File: config.mk
export PLATFORM = sky130hd
export DESIGN_NAME = qdac_i2c_port
export DESIGN_NICKNAME = d
export VERILOG_FILES = /design/src/rtl/qdac_pkg.sv /design/src/rtl/qdac_fifo.sv /design/src/rtl/qdac_i2c_port.sv
export SDC_FILE = /design/constraint.sdc
export NUM_CORES = 1
export LEC_CHECK = 0
export BUFFER_PORTS_ARGS = -buffer_cell sky130_fd_sc_hd__buf_2
export CAP_MARGIN = 30
export CELL_PAD_IN_SITES_DETAIL_PLACEMENT = 0
export CELL_PAD_IN_SITES_GLOBAL_PLACEMENT = 1
export CORE_MARGIN = 4
export CORE_UTILIZATION = 45
export DETAILED_ROUTE_END_ITERATION = 10
export PLACE_DENSITY = 0.77
export SKIP_CTS_REPAIR_TIMING = 1
export SYNTH_ARGS = -nofsm -noshare
export SYNTH_HDL_FRONTEND = slang
export SYNTH_SLANG_ARGS = --single-unit
export TNS_END_PERCENT = 50
File: constraint.sdc
create_clock -name CORE_CLK_I -period 5 [get_ports CORE_CLK_I]
set_input_delay 0.75 -clock CORE_CLK_I [delete_from_list [all_inputs] [get_ports CORE_CLK_I]]
set_output_delay 0.75 -clock CORE_CLK_I [all_outputs]
set_load 0.02 [all_outputs]
File: src/rtl/qdac_pkg.sv
// Function
// - Channel codes are unsigned binary 0 to 255.
// - Slave at standard, fast, high-speed rates.
// - Only 7-bit addresses; no general call.
// - SDA falling while SCL high starts transfer.
// - Stop releases bus; await start and address.
// - Matching address acked low through ninth high.
// - Units are eight bits plus acknowledge.
// - Master code unacked but enters high-speed mode.
// - Repeated starts keep high speed; stop leaves.
// - Address, control, MSB, LSB bytes each acked; code leaves LSB unacked while the update queue is full.
// - Update at falling edge ending LSB ack; code queues it there and applies it once CONV_READY_I is high.
// - Control byte retained; further MSB/LSB pairs update.
// - Code from MSB byte; LSB byte ignored.
// - Address is 10011, select pins, direction.
// - Select pins captured at power-up.
// - Broadcast byte 1001 0000 always accepted.
// - Broadcast accepted for writes only.
// - First byte after address is control.
// - Update only when extended address matches, except broadcast.
// - Load mode 00 writes temporary register only.
// - Load mode 01 writes temporary and output.
// - Load mode 10 also loads others from temporary.
package qdac_pkg;
  localparam int          CODE_W     = 8;
  localparam int          NUM_CH     = 4;
  localparam int          SYNC_W     = 6;
  localparam int          FIFO_DEPTH = 8;
  localparam int          SY_SCL     = 5;
  localparam int          SY_SDA     = 4;
  localparam int          SY_DSH     = 3;
  localparam int          SY_DSL     = 2;
  localparam int          SY_EXH     = 1;
  localparam int          SY_EXL     = 0;
  localparam logic [4:0]  ADDR_FIXED = 5'h13;
  localparam logic [4:0]  MCODE_PFX  = 5'h01;
  localparam logic [7:0]  BCAST_WR   = 8'h90;
  localparam logic [3:0]  CNT_BYTE   = 4'h8;
  localparam logic [3:0]  CNT_ACK    = 4'h9;
  localparam logic [1:0]  LM_TEMP    = 2'h0;
  localparam logic [1:0]  LM_BOTH    = 2'h1;
  localparam logic [1:0]  LM_SYNC    = 2'h2;
  localparam logic [1:0]  LM_BCAST   = 2'h3;
  localparam logic [1:0]  STRAP_AT   = 2'h2;

  typedef struct packed {logic [4:0] fixed; logic [1:0] dsel; logic rw;} qdac_addr_t;
  typedef struct packed {
    logic [1:0] ext;
    logic [1:0] load;
    logic       unused;
    logic [1:0] sel;
    logic       pd;
  } qdac_ctrl_t;
  typedef struct packed {qdac_ctrl_t ctrl; logic [CODE_W-1:0] code;} qdac_upd_t;
  typedef struct packed {logic pd; logic [CODE_W-1:0] code;} qdac_chan_t;
  typedef enum logic [3:0] {S_IDLE = 4'h1, S_ADDR = 4'h2, S_WRITE = 4'h4, S_READ = 4'h8}
    qdac_state_t;
  typedef enum logic [2:0] {R_CTRL = 3'h1, R_MSB = 3'h2, R_LSB = 3'h4} qdac_role_t;
endpackage : qdac_pkg

File: src/rtl/qdac_fifo.sv
`timescale 1ns/1ns
`default_nettype none
module qdac_fifo
  import qdac_pkg::*;
#(
  parameter int WIDTH = 8,
  parameter int DEPTH = 8
)(
  // Clock and reset.
  input  wire logic             clk_i,
  input  wire logic             rst_ni,
  // Filling side.
  input  wire logic             in_valid_i,
  output logic                  in_ready_o,
  input  wire logic [WIDTH-1:0] in_data_i,
  // Draining side.
  output logic                  out_valid_o,
  input  wire logic             out_ready_i,
  output logic [WIDTH-1:0]      out_data_o
);
  localparam int AW = $clog2(DEPTH);
  logic [WIDTH-1:0] mem_q [DEPTH];
  logic [AW-1:0]    wr_q;
  logic [AW-1:0]    rd_q;
  logic [AW:0]      cnt_q;
  wire              wr_w = in_valid_i & in_ready_o;
  wire              rd_w = out_valid_o & out_ready_i;

  // Full and empty come straight from the occupancy count.
  assign in_ready_o  = (cnt_q != (AW+1)'(DEPTH));
  assign out_valid_o = (cnt_q != '0);
  assign out_data_o  = mem_q[rd_q];

  // Storage has no reset; only pointers and count carry state.
  always_ff @(posedge clk_i)
  begin
    if (wr_w) mem_q[wr_q] <= in_data_i;
  end

  // Pointer wrap relies on a power-of-two depth.
  always_ff @(posedge clk_i or negedge rst_ni)
  begin
    if (!rst_ni)
    begin
      wr_q  <= '0;
      rd_q  <= '0;
      cnt_q <= '0;
    end
    else
    begin
      if (wr_w) wr_q <= wr_q + 1'b1;
      if (rd_w) rd_q <= rd_q + 1'b1;
      cnt_q <= cnt_q + (AW+1)'(wr_w) - (AW+1)'(rd_w);
    end
  end
endmodule : qdac_fifo
`default_nettype wire

File: src/rtl/qdac_i2c_port.sv
`timescale 1ns/1ns
`default_nettype none
module qdac_i2c_port
  import qdac_pkg::*;
(
  // Core clock and asynchronous active-low reset.
  input  wire logic       CORE_CLK_I,
  input  wire logic       RSTN_I,
  // Two-wire bus, SDA as open-drain triple.
  input  wire logic       SCL_I,
  input  wire logic       SDA_I,
  output logic            SDA_O,
  output logic            SDA_OE_O,
  // Address straps and extended address pins.
  input  wire logic       DEVICE_SELECT_HI_PIN_I,
  input  wire logic       DEVICE_SELECT_LO_PIN_I,
  input  wire logic       EXT_ADDR_HI_PIN_I,
  input  wire logic       EXT_ADDR_LO_PIN_I,
  // Converter side.
  input  wire logic       CONV_READY_I,
  output qdac_chan_t [NUM_CH-1:0] CHAN_O,
  output logic            UPDATE_O,
  output logic            HS_MODE_O
);
  // ************************************************************
  // Reset release and input synchronisers
  // ************************************************************
  logic              rst_s1_q;
  logic              rst_n;
  logic [SYNC_W-1:0] syn1_q;
  logic [SYNC_W-1:0] syn2_q;
  logic              scl_p_q;
  logic              sda_p_q;

  // Reset asserts at once but releases two edges later.
  always_ff @(posedge CORE_CLK_I or negedge RSTN_I)
  begin
    if (!RSTN_I)
    begin
      rst_s1_q <= 1'b0;
      rst_n    <= 1'b0;
    end
    else
    begin
      rst_s1_q <= 1'b1;
      rst_n    <= rst_s1_q;
    end
  end

  // Every pin passes two flops; the first stage feeds only the second.
  always_ff @(posedge CORE_CLK_I or negedge rst_n)
  begin
    if (!rst_n)
    begin
      syn1_q  <= {SYNC_W{1'b1}};
      syn2_q  <= {SYNC_W{1'b1}};
      scl_p_q <= 1'b1;
      sda_p_q <= 1'b1;
    end
    else
    begin
      syn1_q  <= {SCL_I, SDA_I, DEVICE_SELECT_HI_PIN_I, DEVICE_SELECT_LO_PIN_I,
                  EXT_ADDR_HI_PIN_I, EXT_ADDR_LO_PIN_I};
      syn2_q  <= syn1_q;
      scl_p_q <= syn2_q[SY_SCL];
      sda_p_q <= syn2_q[SY_SDA];
    end
  end

  // ************************************************************
  // Bus event decode
  // ************************************************************
  wire scl_w     = syn2_q[SY_SCL];
  wire sda_w     = syn2_q[SY_SDA];
  wire scl_rise  = scl_w & ~scl_p_q;
  wire scl_fall  = ~scl_w & scl_p_q;
  wire start_w   = scl_w & scl_p_q & sda_p_q & ~sda_w;
  wire stop_w    = scl_w & scl_p_q & ~sda_p_q & sda_w;
  wire [1:0] ext_w = {syn2_q[SY_EXH], syn2_q[SY_EXL]};

  // ************************************************************
  // Strap capture
  // ************************************************************
  logic [1:0] strap_cnt_q;
  logic [1:0] dsel_q;

  // Waits until the synchroniser holds pin levels, then freezes them.
  always_ff @(posedge CORE_CLK_I or negedge rst_n)
  begin
    if (!rst_n)
    begin
      strap_cnt_q <= '0;
      dsel_q      <= '0;
    end
    else if (strap_cnt_q != STRAP_AT + 2'h1)
    begin
      strap_cnt_q <= strap_cnt_q + 2'h1;
      if (strap_cnt_q == STRAP_AT)
        dsel_q <= {syn2_q[SY_DSH], syn2_q[SY_DSL]};
    end
  end

  // ************************************************************
  // Byte engine
  // ************************************************************
  qdac_state_t       st_q;
  qdac_role_t        role_q;
  logic [3:0]        cnt_q;
  logic [CODE_W-1:0] shift_q;
  logic [CODE_W-1:0] tx_q;
  logic [CODE_W-1:0] msb_q;
  qdac_ctrl_t        ctrl_q;
  logic              oe_q;
  logic              ack_q;
  logic              mack_q;
  logic              hs_q;
  logic              bcast_q;
  logic              fifo_ready;
  qdac_chan_t [NUM_CH-1:0] dac_q;

  // Own address or broadcast write; nothing for 10-bit or general call.
  function automatic logic addr_hit(input logic [CODE_W-1:0] b, input logic [1:0] ds);
    qdac_addr_t a;
    a = qdac_addr_t'(b);
    addr_hit = (a.fixed == ADDR_FIXED && a.dsel == ds) || b == BCAST_WR;
  endfunction : addr_hit

  // Byte-level decode.
  qdac_addr_t addr_w;
  assign addr_w = qdac_addr_t'(shift_q);
  wire hit_w    = addr_hit(shift_q, dsel_q);
  wire mcode_w  = addr_w.fixed == MCODE_PFX;
  wire slot_beg = scl_fall & (cnt_q == CNT_BYTE);
  wire slot_end = scl_fall & (cnt_q == CNT_ACK);
  wire in_frame = st_q != S_IDLE;
  wire ack_d    = (st_q == S_ADDR) ? hit_w : (role_q != R_LSB) | fifo_ready;
  wire permit_w = ctrl_q.load == LM_BCAST || ctrl_q.ext == ext_w;
  wire push_w   = slot_end & (st_q == S_WRITE) & (role_q == R_LSB) & ack_q & permit_w;
  wire [CODE_W-1:0] tx_code_w = dac_q[ctrl_q.sel].code;

  // Frame sequencing; a start or stop overrides whatever phase is running.
  always_ff @(posedge CORE_CLK_I or negedge rst_n)
  begin
    if (!rst_n)
    begin
      st_q    <= S_IDLE;
      role_q  <= R_CTRL;
      cnt_q   <= '0;
      oe_q    <= 1'b0;
      ack_q   <= 1'b0;
      hs_q    <= 1'b0;
      bcast_q <= 1'b0;
    end
    else if (start_w)
    begin
      st_q  <= S_ADDR;
      cnt_q <= '0;
      oe_q  <= 1'b0;
    end
    else if (stop_w)
    begin
      st_q  <= S_IDLE;
      oe_q  <= 1'b0;
      hs_q  <= 1'b0;
    end
    else if (in_frame && scl_rise)
      cnt_q <= cnt_q + 4'h1;
    else if (in_frame && slot_beg)
    begin
      if (st_q == S_READ)
        oe_q <= 1'b0;
      else
      begin
        ack_q <= ack_d & ~(st_q == S_ADDR & mcode_w);
        oe_q  <= ack_d & ~(st_q == S_ADDR & mcode_w);
        if (st_q == S_ADDR && mcode_w)
          hs_q <= 1'b1;
        if (st_q == S_ADDR && (!hit_w || mcode_w))
          st_q <= S_IDLE;
      end
    end
    else if (in_frame && slot_end)
    begin
      cnt_q <= '0;
      case (st_q)
        S_ADDR:
        begin
          st_q    <= addr_w.rw ? S_READ : S_WRITE;
          bcast_q <= shift_q == BCAST_WR;
          role_q  <= R_CTRL;
          oe_q    <= addr_w.rw & ~tx_code_w[CODE_W-1];
        end
        S_WRITE:
        begin
          oe_q   <= 1'b0;
          role_q <= (role_q == R_MSB) ? R_LSB : R_MSB;
        end
        S_READ:
        begin
          oe_q <= mack_q & ~tx_code_w[CODE_W-1];
          if (!mack_q)
            st_q <= S_IDLE;
        end
        default:
          st_q <= S_IDLE;
      endcase
    end
    else if (in_frame && scl_fall && st_q == S_READ)
      oe_q <= ~tx_q[CODE_W-1];
  end

  // Shift registers and captured bytes.
  always_ff @(posedge CORE_CLK_I or negedge rst_n)
  begin
    if (!rst_n)
    begin
      shift_q <= '0;
      tx_q    <= '0;
      msb_q   <= '0;
      mack_q  <= 1'b0;
      ctrl_q  <= '0;
    end
    else
    begin
      if (in_frame && scl_rise && cnt_q < CNT_BYTE)
        shift_q <= {shift_q[CODE_W-2:0], sda_w};
      if (st_q == S_READ && scl_rise && cnt_q == CNT_BYTE)
        mack_q <= ~sda_w;
      if (slot_end && st_q != S_WRITE)
        tx_q <= {tx_code_w[CODE_W-2:0], 1'b0};
      else if (st_q == S_READ && scl_fall && cnt_q < CNT_BYTE)
        tx_q <= {tx_q[CODE_W-2:0], 1'b0};
      if (slot_beg && st_q == S_WRITE && role_q == R_CTRL)
        ctrl_q <= qdac_ctrl_t'(shift_q);
      if (slot_beg && st_q == S_WRITE && role_q == R_MSB)
        msb_q <= shift_q;
    end
  end

  assign SDA_O     = 1'b0;
  assign SDA_OE_O  = oe_q;
  assign HS_MODE_O = hs_q;

  // ************************************************************
  // Update queue and channel registers
  // ************************************************************
  qdac_upd_t  upd_w;
  logic       upd_valid;
  qdac_chan_t new_w;
  qdac_chan_t [NUM_CH-1:0] tmp_q;
  logic       apply_w;
  logic       update_q;

  // A full queue withholds the LSB acknowledge, so the master sees it.
  qdac_fifo #(.WIDTH($bits(qdac_upd_t)), .DEPTH(FIFO_DEPTH)) u_fifo (
    .clk_i       (CORE_CLK_I),
    .rst_ni      (rst_n),
    .in_valid_i  (push_w),
    .in_ready_o  (fifo_ready),
    .in_data_i   ({ctrl_q, msb_q}),
    .out_valid_o (upd_valid),
    .out_ready_i (CONV_READY_I),
    .out_data_o  (upd_w)
  );

  assign apply_w = upd_valid & CONV_READY_I;
  assign new_w   = '{pd: upd_w.ctrl.pd, code: upd_w.code};

  // Per-channel load decisions from the queued load mode.
  genvar gi;
  generate
    for (gi = 0; gi < NUM_CH; gi++)
    begin : g_ch
      wire sel_w  = upd_w.ctrl.sel == 2'(gi);
      wire bc_new = upd_w.ctrl.load == LM_BCAST & upd_w.ctrl.sel[1];
      wire bc_old = upd_w.ctrl.load == LM_BCAST & ~upd_w.ctrl.sel[1];
      // Broadcast from temporary ignores the channel pick, so the new code is dropped.
      wire wr_tmp = apply_w & ((sel_w & ~bc_old) | bc_new);
      wire wr_new = apply_w & ((sel_w & ~bc_old & upd_w.ctrl.load != LM_TEMP)
                    | bc_new);
      wire wr_old = apply_w & ((~sel_w & upd_w.ctrl.load == LM_SYNC) | bc_old);

      // Outputs start at zero and hold until a valid update.
      always_ff @(posedge CORE_CLK_I or negedge rst_n)
      begin
        if (!rst_n)
        begin
          tmp_q[gi] <= '0;
          dac_q[gi] <= '0;
        end
        else
        begin
          if (wr_tmp) tmp_q[gi] <= new_w;
          if (wr_new) dac_q[gi] <= new_w;
          else if (wr_old) dac_q[gi] <= tmp_q[gi];
        end
      end
    end
  endgenerate

  // One cycle high per applied update; back-to-back updates merge into one longer pulse.
  always_ff @(posedge CORE_CLK_I or negedge rst_n)
  begin
    if (!rst_n) update_q <= 1'b0;
    else update_q <= apply_w;
  end

  assign CHAN_O   = dac_q;
  assign UPDATE_O = update_q;
endmodule : qdac_i2c_port
`default_nettype wire

==> metrics.md, run 1 <==
| Metric | Value |
|---|---|
| Sequential area share after synthesis | `0.630` |
| Setup WS post-layout | `approximately 1.5 ns` |
| Syn Inst Count | `740` |
| DRT Wirelength | `22900 um` |
| Fin. max-slew vios | `0` |
| Comb power frac | `0.194` |
| Slew HR | `0.335` |
| Initial Util | `0.460` |
| EDFF count, synth | `roughly 100` |
| Largest net degree at the start of global routing | `59` |
| # clock sinks | `between 200 and 300` |
| ANT cells | `0` |
| Netlist cell types | `65` |
| Die Ht | `163 um` |
| Gr ovfl total | `0` |
| Status | `completed` |
| Worst-path fanout max | `20` |
| Post-layout power | `roughly 5.7 mW` |
| Startpoint Class | `flip-flop` |
| DP Worst Slack | `1.32 ns` |
| Final min period | `3.47 ns` |
| Int Power | `approximately 4 mW` |
| Top-area cell type share of the netlist area | `0.304` |
| Clock power share | `0.354` |
| Final Hold Viols | `0` |
| Ys Warns | `0` |
| Die footprint | `around 27000 um2` |
| Syn_nets | `~760` |
| CP max-delay cell | `dfrtp_1` |
| Count leader, synth | `dfrtp_1` |
| Largest area contributor in the netlist | `dfrtp_1` |
| CTS tree | `built` |
| Initial antenna violation count | `0` |
| Layout cells sized above 1 | `0.274` |
| # rows | `56` |
| Vias in the first global route | `between 6000 and 7000` |
| First-pass GRT wire length | `~37000 um` |
| Pwr/cell area | `between 400 and 500 nW/um2` |
| IO Count | `49` |
| Clk_skew | `between 0.015 and 0.02 ns` |
| Sum Neg Setup Slack | `0 ns` |
| # fillers | `~1900` |
| DR iter-0 viols | `470` |
| Avg Inst Size Synth | `roughly 15 um2` |
| Synthesized cell area | `~11000 um2` |
| Routed len/inst | `20.0 um` |
| Fmax | `0.288 GHz` |
| Layout area overhead | `14.6%` |
| Worst-margin pin slew | `around 1 ns` |
| Ys flop type | `dfrtp_1` |
| Commonest cells post-synth | `dfrtp_1 (132), edfxtp_1 (104), mux2i_1 (98), nand2_1 (45), inv_1 (43)` |
| Worst setup EP type | `flip-flop` |
| Top cell by count, worst path | `mux2i_1` |
| Critical Path RT | `5.44 ns` |
| First-pass iteration count of the detailed router | `5` |
| Main area contributors after synthesis | `dfrtp_1 (30%), edfxtp_1 (29%), mux2i_1 (9.0%)` |
| FFs w/ async S/R, synth | `0.587` |
| DRC | `0` |
| Buffers on Ports | `47` |
| Via-to-Cell Ratio | `5.40` |
| Setup Viol. Count Final | `0` |
| Post-DRT Antenna Nets | `0` |
| Post-DP HPWL | `roughly 15000 um` |
| Die span in x | `roughly 160 um` |
| H-tree depth | `1` |
| Fin crit share | `0.693` |
| Leakage power | `about 5.4 nW` |
| Gr usage total | `0.178` |
| Max Buffers Root-to-Sink | `3` |
| Sw frac | `0.291` |
| Number of synthesized register bits | `between 200 and 300` |
| CTS buffer count | `27` |
| Critical path data arrival time | `between 3 and 4 ns` |
| Worst min path class | `input port to flip-flop` |
| CP Cell Sequence | `mux4_2 > mux2i_1 > nor2_1 > o21ai_1 > buf_6 > mux2i_1` |
| Core Area | `around 24000 um2` |
| RSZ-0062 raised after global routing | `no` |
| Sequential Power Share | `0.452` |
| Fin Hold WS | `~0.33 ns` |
| Max Cap Viol | `0` |
| Critical setup path kind | `flip-flop to flip-flop` |
| Routability Congestion | `approximately 0.81` |
| Post-layout util | `0.528` |
| Root Driver | `clkbuf_16` |
| CTS clk-pin slew, worst paths | `approximately 0.060 ns` |
| Total Nets Final | `~830` |
| Clk_lat worst skew | `about 0.53 ns` |
| Psw | `1.65 mW` |
| Via count | `around 6000` |
| Critical Path Max Stage Delay | `1.00 ns` |
| Peak VDD IR | `approximately 0.00028 V` |
power groups by stage:
stage | Combinational [mW] | Clock [mW] | Sequential, mW
detailed placement | 1.11 | 0 | 2.61
CTS | 1.11 | 2.06 | 2.57
finish | 1.10 | 2.01 | 2.57
global route | 1.22 | 2.16 | 2.60
global placement | 1.05 | 0 | 2.59
floorplan | 0.867 | 0 | 2.54
final timing paths:
check                               startpoint         end  slack, ns  cells past startpoint
max in group asynchronous                rst_n  CHAN_O[21]       3.44                      1
worst max register to register  u_fifo.rd_q[2]    tmp_q[4]       1.53                      6
worst min register to register        rst_s1_q       rst_n       0.35                      0
worst min-delay path                     SCL_I   syn1_q[5]       0.33                      1
worst max-delay path            u_fifo.rd_q[2]    tmp_q[4]       1.53                      6
min in group asynchronous                rst_n    msb_q[6]       0.37                      0
placed cells by master (no fill, tap or decap), types with 23 or more instances in the layout:
cell type / n
o21ai_0: 38
mux2_2: 40
nor2_1: 23
inv_1: 43
clkbuf_16: 28
nand2_1: 45
edfxtp_1: 104
dfrtp_1: 131
buf_2: 47
mux2i_1: 98
mux4_2: 32
worst max-delay path, delay by kind of cell (launching register included):
| kind | cells | cell delay (ns) |
|---|---|---|
| mux | 3 | 1.32 |
| flops | 1 | 1.00 |
| compound gates | 1 | 0.54 |
| simple gates | 1 | 0.27 |
| buf+inv | 1 | 0.23 |
sequential cells by signal, indices dropped and copies added (netlist names), 6 cells and up:
name and count:
CHAN_O 36, addr_w 8, ctrl_q 7, msb_q 8
syn1_q 6, syn2_q 6, tmp_q 36, tx_q 7
u_fifo.mem_q 104
through the flow:
stage,cell area (um2),std cells
2_1_floorplan,10900,740
3_3_place_gp,11500,1092
3_5_place_dp,11500,1093
4_1_cts,12400,1143
5_1_grt,12500,1145
6_report,12500,1145
cell families (layout without fill, tap and decap cells):
group / after synthesis / after routing / synth area share
compound gates: 87 / 87 / 0.0519
xor+xnor: 13 / 13 / 0.0105
fa+ha+maj: 15 / 15 / 0.0177
buf+inv: 76 / 162 / 0.0296
flops: 252 / 252 / 0.630
mux: 172 / 172 / 0.201
other cells: 2 / 2 / 0.000691
simple gates: 123 / 123 / 0.0586
cell type report:
cell class                      instances  area (um2)  area share
Clock inverter                         17         176      0.0142
Multi-Input combinational cell        412        3730       0.300
Sequential cell                       252        6850       0.550
Inverter                               44         165      0.0133
Clock buffer                           33         739      0.0593
Timing Repair Buffer                   68         399      0.0320
Tap cell                              319         399      0.0320
layer usage:
metal	up-vias	global-route usage	part of all wire
met3	38	0.0267	0.050
li1	2844	-	-
met2	151	0.292	0.48
met5	-	0	0
met4	0	0.0522	0.025
met1	3150	0.248	0.44
(Power assumes the default switching activity.)
==> inputs of run 2 (changes only) <==
--- a/config.mk
+++ b/config.mk
@@ -12,7 +12,7 @@
 export CORE_MARGIN = 4
 export CORE_UTILIZATION = 45
 export DETAILED_ROUTE_END_ITERATION = 10
-export PLACE_DENSITY = 0.77
+export PLACE_DENSITY = 0.8
 export SKIP_CTS_REPAIR_TIMING = 1
 export SYNTH_ARGS = -nofsm -noshare
 export SYNTH_HDL_FRONTEND = slang
==> constraint.sdc (replaced) <==
create_clock -name CORE_CLK_I -period 3.1 [get_ports CORE_CLK_I]
set_input_delay 0.465 -clock CORE_CLK_I [delete_from_list [all_inputs] [get_ports CORE_CLK_I]]
set_output_delay 0.465 -clock CORE_CLK_I [all_outputs]
set_load 0.02 [all_outputs]
==> metrics.md, run 2 (same netlist as run 1, synthesis figures left out) <==
| Metric | Value |
|---|---|
| Die footprint | `26700 um2 (unchanged)` |
| Vias in the first global route | `6144 (-6.1%)` |
| Clk_lat worst skew | `0.53 ns (about the same)` |
| WP buf/inv | `0 (-1)` |
| Root Driver | `clkbuf_16` |
| Routability Congestion | `0.780 (-3.8%)` |
| Buffers on Ports | `47 (unchanged)` |
| Setup WS post-layout | `0.352 ns (-1.18 ns)` |
| DRT Wirelength | `22200 um (-3.3%)` |
| Gr usage total | `0.171 (-0.00666)` |
| Post-DP HPWL | `14800 um (-3.3%)` |
| DRC | `0 (unchanged)` |
| Biggest register | `u_fifo.mem_q` |
| Largest net degree at the start of global routing | `53 (-10%)` |
| Max Cap Viol | `0 (unchanged)` |
| Startpoint Class | `flip-flop` |
| Status | `completed` |
| Gr ovfl total | `0 (unchanged)` |
| Max reg flops | `104 (unchanged)` |
| IO Count | `49 (unchanged)` |
| DR iter-0 viols | `494 (+5.1%)` |
| Peak VDD IR | `0.000396 V (+43%)` |
| Worst setup EP type | `flip-flop` |
| Die span in x | `163 um (unchanged)` |
| Worst min path class | `input port to flip-flop` |
| Final Non-Filler Cells | `1167 (+1.9%)` |
| CP Cell Sequence | `mux4_2 > mux2_2 > nand3_2 > or2_2 > a21oi_4 > mux2_2` |
| First-pass GRT wire length | `35700 um (-3.3%)` |
| Final min period | `2.75 ns (-0.718 ns)` |
| Cell area after layout | `12600 um2 (+0.79%)` |
| Clk_skew | `0.00859 ns (-0.00721 ns)` |
| Final Hold Viols | `0 (unchanged)` |
| CTS tree | `built` |
| Top cell by count, worst path | `mux2_2` |
| Leakage power | `5.49 nW (+1.6%)` |
| Commonest non-fill, non-tap cell in the layout | `dfrtp_1` |
| Register-to-register setup slack | `0.35 ns (-1.18 ns)` |
| Routed len/inst | `19.0 um (-5.1%)` |
| Fmax | `0.364 GHz (+26%)` |
| CTS clk-pin slew, worst paths | `0.06 ns (about the same)` |
| Critical Path Max Stage Delay | `0.79 ns (-0.21 ns)` |
| Die Ht | `163 um (unchanged)` |
| Slew HR | `0.479 (+0.144)` |
| Worst-margin pin slew | `0.778 ns (-0.218 ns)` |
| # rows | `56 (unchanged)` |
| Post-DRT Antenna Nets | `0 (unchanged)` |
| Layout area overhead | `15.5%` |
| First-pass iteration count of the detailed router | `5 (unchanged)` |
| Most frequent cells in the layout | `dfrtp_1 (130), edfxtp_1 (104), mux2i_1 (98)` |
| Critical Path RT | `3.51 ns (-1.93 ns)` |
| Via count | `6200 (+0.27%)` |
| Cell family with most CP delay | `multiplexers` |
| Post-layout util | `0.532 (+0.00419)` |
| Core Area | `23600 um2 (unchanged)` |
| # fillers | `1984 (+2.7%)` |
| Total Nets Final | `851 (+2.8%)` |
| Max Buffers Root-to-Sink | `3 (unchanged)` |
| Post-layout power | `8.94 mW (+57%)` |
| Placed cells | `1118 (+2.3%)` |
| Sum Neg Setup Slack | `0 ns (unchanged)` |
| DP Worst Slack | `0.379 ns (-0.940 ns)` |
| Fin Hold WS | `0.0296 ns (-0.296 ns)` |
| Via-to-Cell Ratio | `5.31 (-1.6%)` |
| Worst-path fanout max | `15 (-25%)` |
| CP max-delay cell | `dfrtp_1` |
| Initial Util | `0.460 (unchanged)` |
| Fin crit share | `0.887 (+0.193)` |
| Initial antenna violation count | `0 (unchanged)` |
| CTS buffer count | `26 (-3.7%)` |
| Critical setup path kind | `flip-flop to flip-flop` |
| RSZ-0062 raised after global routing | `no` |
| # clock sinks | `252 (unchanged)` |
| Placed inst area | `11700 um2 (+1.7%)` |
| ANT cells | `0 (unchanged)` |
| Layout cells sized above 1 | `0.285 (+0.0118)` |
| Fin. max-slew vios | `0 (unchanged)` |
| Setup Viol. Count Final | `0 (unchanged)` |
| Critical path data arrival time | `3.16 ns (-0.75 ns)` |
| Pwr/cell area | `712 nW/um2 (+56%)` |
| H-tree depth | `1 (unchanged)` |
-- run 2: power by group --
part           internal (mW)  switching (mW)
Combinational          0.841           0.941
Sequential              3.76           0.396
Clock                   1.77            1.23
Total                   6.37            2.57
-- run 2: final cells by class --
type | count | area, um2 | area share
multi-input cells | 412 | 3730 | 0.297
clock buffers | 44 | 768 | 0.0612
clock inverters | 4 | 56.3 | 0.00448
inverters | 44 | 165 | 0.0131
repair buffers | 92 | 588 | 0.0468
flip-flops and latches | 252 | 6850 | 0.545
well taps | 319 | 399 | 0.0318
-- run 2: path summary, 6_finish.rpt --
kind	start	end	depth (start not counted)
max	u_fifo.rd_q[2]	CHAN_O[34]	6
min	SDA_I	syn1_q[4]	1
max reg2reg	u_fifo.rd_q[2]	CHAN_O[34]	6
min reg2reg	rst_s1_q	rst_n	0
max in group asynchronous	rst_n	tmp_q[13]	1
min in group asynchronous	RSTN_I	rst_n	2
-- run 2: routing by layer --
metal  vias to the layer above  GRT usage  share of wire
met5                         -          0              0
li1                       2888          -              -
met2                       140      0.268           0.46
met3                        31     0.0257          0.047
met4                         0     0.0320          0.019
met1                      3141      0.259           0.48
==> inputs of run 3 (changes only) <==
--- a/config.mk
+++ b/config.mk
@@ -12,7 +12,7 @@
 export CORE_MARGIN = 4
 export CORE_UTILIZATION = 45
 export DETAILED_ROUTE_END_ITERATION = 10
-export PLACE_DENSITY = 0.8
+export PLACE_DENSITY = 0.84
 export SKIP_CTS_REPAIR_TIMING = 1
 export SYNTH_ARGS = -nofsm -noshare
 export SYNTH_HDL_FRONTEND = slang
==> metrics.md, run 3 (same netlist as run 1, synthesis figures left out) <==
| Metric | Value |
|---|---|
| Status | `completed` |
| Total Nets Final | `847 (-0.47%)` |
| Register area | `6850 um2 (unchanged)` |
| Clk_lat worst skew | `0.52 ns (about the same)` |
| Commonest non-fill, non-tap cell in the layout | `dfrtp_1` |
| Core Area | `23600 um2 (unchanged)` |
| Pwr/cell area | `717 nW/um2 (+0.72%)` |
| Crit Reg-Reg Endpoint | `CHAN_O[32]` |
| Critical Path Max Stage Delay | `0.83 ns (+0.04 ns)` |
| Die footprint | `26700 um2 (unchanged)` |
| Worst R2R Path Depth | `6 (unchanged)` |
| Via count | `6230 (+0.48%)` |
| IO Count | `49 (unchanged)` |
| Hold path depth | `1 (unchanged)` |
| Worst-margin pin slew | `0.805 ns (+0.0266 ns)` |
| Post-DRT Antenna Nets | `0 (unchanged)` |
| DR iter-0 viols | `444 (-10%)` |
| Vias in the first global route | `6319 (+2.8%)` |
| DRT Wirelength | `22600 um (+2.1%)` |
| Largest net degree at the start of global routing | `57 (+7.5%)` |
| Gr ovfl total | `0 (unchanged)` |
| Via-to-Cell Ratio | `5.36 (+0.83%)` |
| Layout area overhead | `15.6% (about the same)` |
| Critical setup path kind | `flip-flop to flip-flop` |
| Max reg flops | `104 (unchanged)` |
| H-tree depth | `1 (unchanged)` |
| CTS clk-pin slew, worst paths | `0.06 ns (about the same)` |
| Routability Congestion | `0.807 (+3.5%)` |
| Clk_skew | `0.0115 ns (+0.00296 ns)` |
| Worst setup EP type | `flip-flop` |
| CTS tree | `built` |
| Buffers on Ports | `47 (unchanged)` |
| Layout cells sized above 1 | `0.289 (+0.00372)` |
| # fillers | `1977 (-0.35%)` |
| Crit. Startpoint | `u_fifo.rd_q[2]` |
| Setup Viol. Count Final | `0 (unchanged)` |
| RSZ-0062 raised after global routing | `no` |
| Most frequent cells in the layout | `dfrtp_1 (130), edfxtp_1 (104), mux2i_1 (98)` |
| Initial Util | `0.460 (unchanged)` |
| Leakage power | `5.48 nW (about the same)` |
| # rows | `56 (unchanged)` |
| DRC | `0 (unchanged)` |
| Area occupied by multi-input gates | `3730 um2 (unchanged)` |
| Hold path start | `EXT_ADDR_LO_PIN_I` |
| Max Cap Viol | `0 (unchanged)` |
| Final min period | `2.81 ns (+0.0570 ns)` |
| Die span in x | `163 um (unchanged)` |
| Hold Path End | `syn1_q[0]` |
| Final Hold Viols | `0 (unchanged)` |
| First-pass iteration count of the detailed router | `4 (-1)` |
| Fin crit share | `0.905 (+0.0184)` |
| ANT cells | `0 (unchanged)` |
| CP max-delay cell | `dfrtp_1` |
| Initial antenna violation count | `0 (unchanged)` |
| Max Buffers Root-to-Sink | `3 (unchanged)` |
| Register-to-register setup slack | `0.29 ns (-0.06 ns)` |
| Routed len/inst | `19.5 um (+2.5%)` |
| Fin. max-slew vios | `0 (unchanged)` |
| Post-DP HPWL | `15100 um (+2.2%)` |
| Cell family with most CP delay | `multiplexers` |
| Worst-path fanout max | `17 (+2)` |
| # clock sinks | `252 (unchanged)` |
| Slew HR | `0.461 (-0.0178)` |
| CP Cell Sequence | `mux4_2 > mux2_2 > nand3_2 > or2_2 > a21oi_4 > mux2_2` |
| Reg2reg start | `u_fifo.rd_q[2]` |
| CTS buffer count | `26 (unchanged)` |
| Root Driver | `clkbuf_16` |
| Die Ht | `163 um (unchanged)` |
| Peak VDD IR | `0.000395 V (-0.31%)` |
| Worst min path class | `input port to flip-flop` |
| Post-layout power | `9.01 mW (+0.78%)` |
| Top cell by count, worst path | `mux2_2` |
| Fmax | `0.356 GHz (-2.0%)` |
| WP buf/inv | `0 (unchanged)` |
| Critical path data arrival time | `3.21 ns (+0.05 ns)` |
| Startpoint Class | `flip-flop` |
| Gr usage total | `0.175 (+0.00387)` |
| Critical Path RT | `3.50 ns (about the same)` |
| First-pass GRT wire length | `36500 um (+2.3%)` |
| Biggest register | `u_fifo.mem_q` |
| Fin Hold WS | `0.0408 ns (+0.0111 ns)` |
-- run 3: metal layers --
| metal | vias up | global-route usage | share of wire | wire length, um |
|---|---|---|---|---|
| li1 | 2877 | - | - | - |
| met5 | - | 0 | 0 | 0 |
| met4 | 0 | 0.0423 | 0.017 | 382 |
| met3 | 28 | 0.0225 | 0.051 | 1150 |
| met2 | 145 | 0.282 | 0.48 | 10800 |
| met1 | 3180 | 0.256 | 0.46 | 10300 |
-- run 3: final cells by class --
class,count,share of cell area
sequential,252,0.545
multi-input combinational,412,0.297
clock buffer,32,0.0560
timing repair buffer,88,0.0454
tap,319,0.0318
inverter,44,0.0131
clock inverter,16,0.0115
-- run 3: metrics by stage --
step | cells | utilization | setup TNS [ns] | worst slack (ns) | instance area (um2)
6_report | 1163 | 0.532 | 0 | 0.295 | 12600
2_1_floorplan | 740 | - | -4.06 | -0.0869 | 10900
3_3_place_gp | 1114 | 0.496 | 0 | 0.403 | 11700
4_1_cts | 1162 | 0.532 | 0 | 0.292 | 12600
5_1_grt | 1163 | 0.532 | 0 | 0.137 | 12600
3_5_place_dp | 1114 | 0.496 | 0 | 0.300 | 11700
-- run 3: power breakdown --
part / switching (mW) / internal, mW
Sequential: 0.398 / 3.76
Combinational: 0.950 / 0.829
Clock: 1.28 / 1.79
Total: 2.63 / 6.38
-- run 3: worst max-delay path by stage --
stage | endpoint | depth (start not counted)
3_3_place_gp | CHAN_O[32] | 6
5_1_grt | CHAN_O[30] | 6
4_1_cts | CHAN_O[32] | 6
2_1_floorplan | u_fifo.mem_q[3][0] | 6
3_5_place_dp | CHAN_O[32] | 6
6_report | CHAN_O[32] | 6
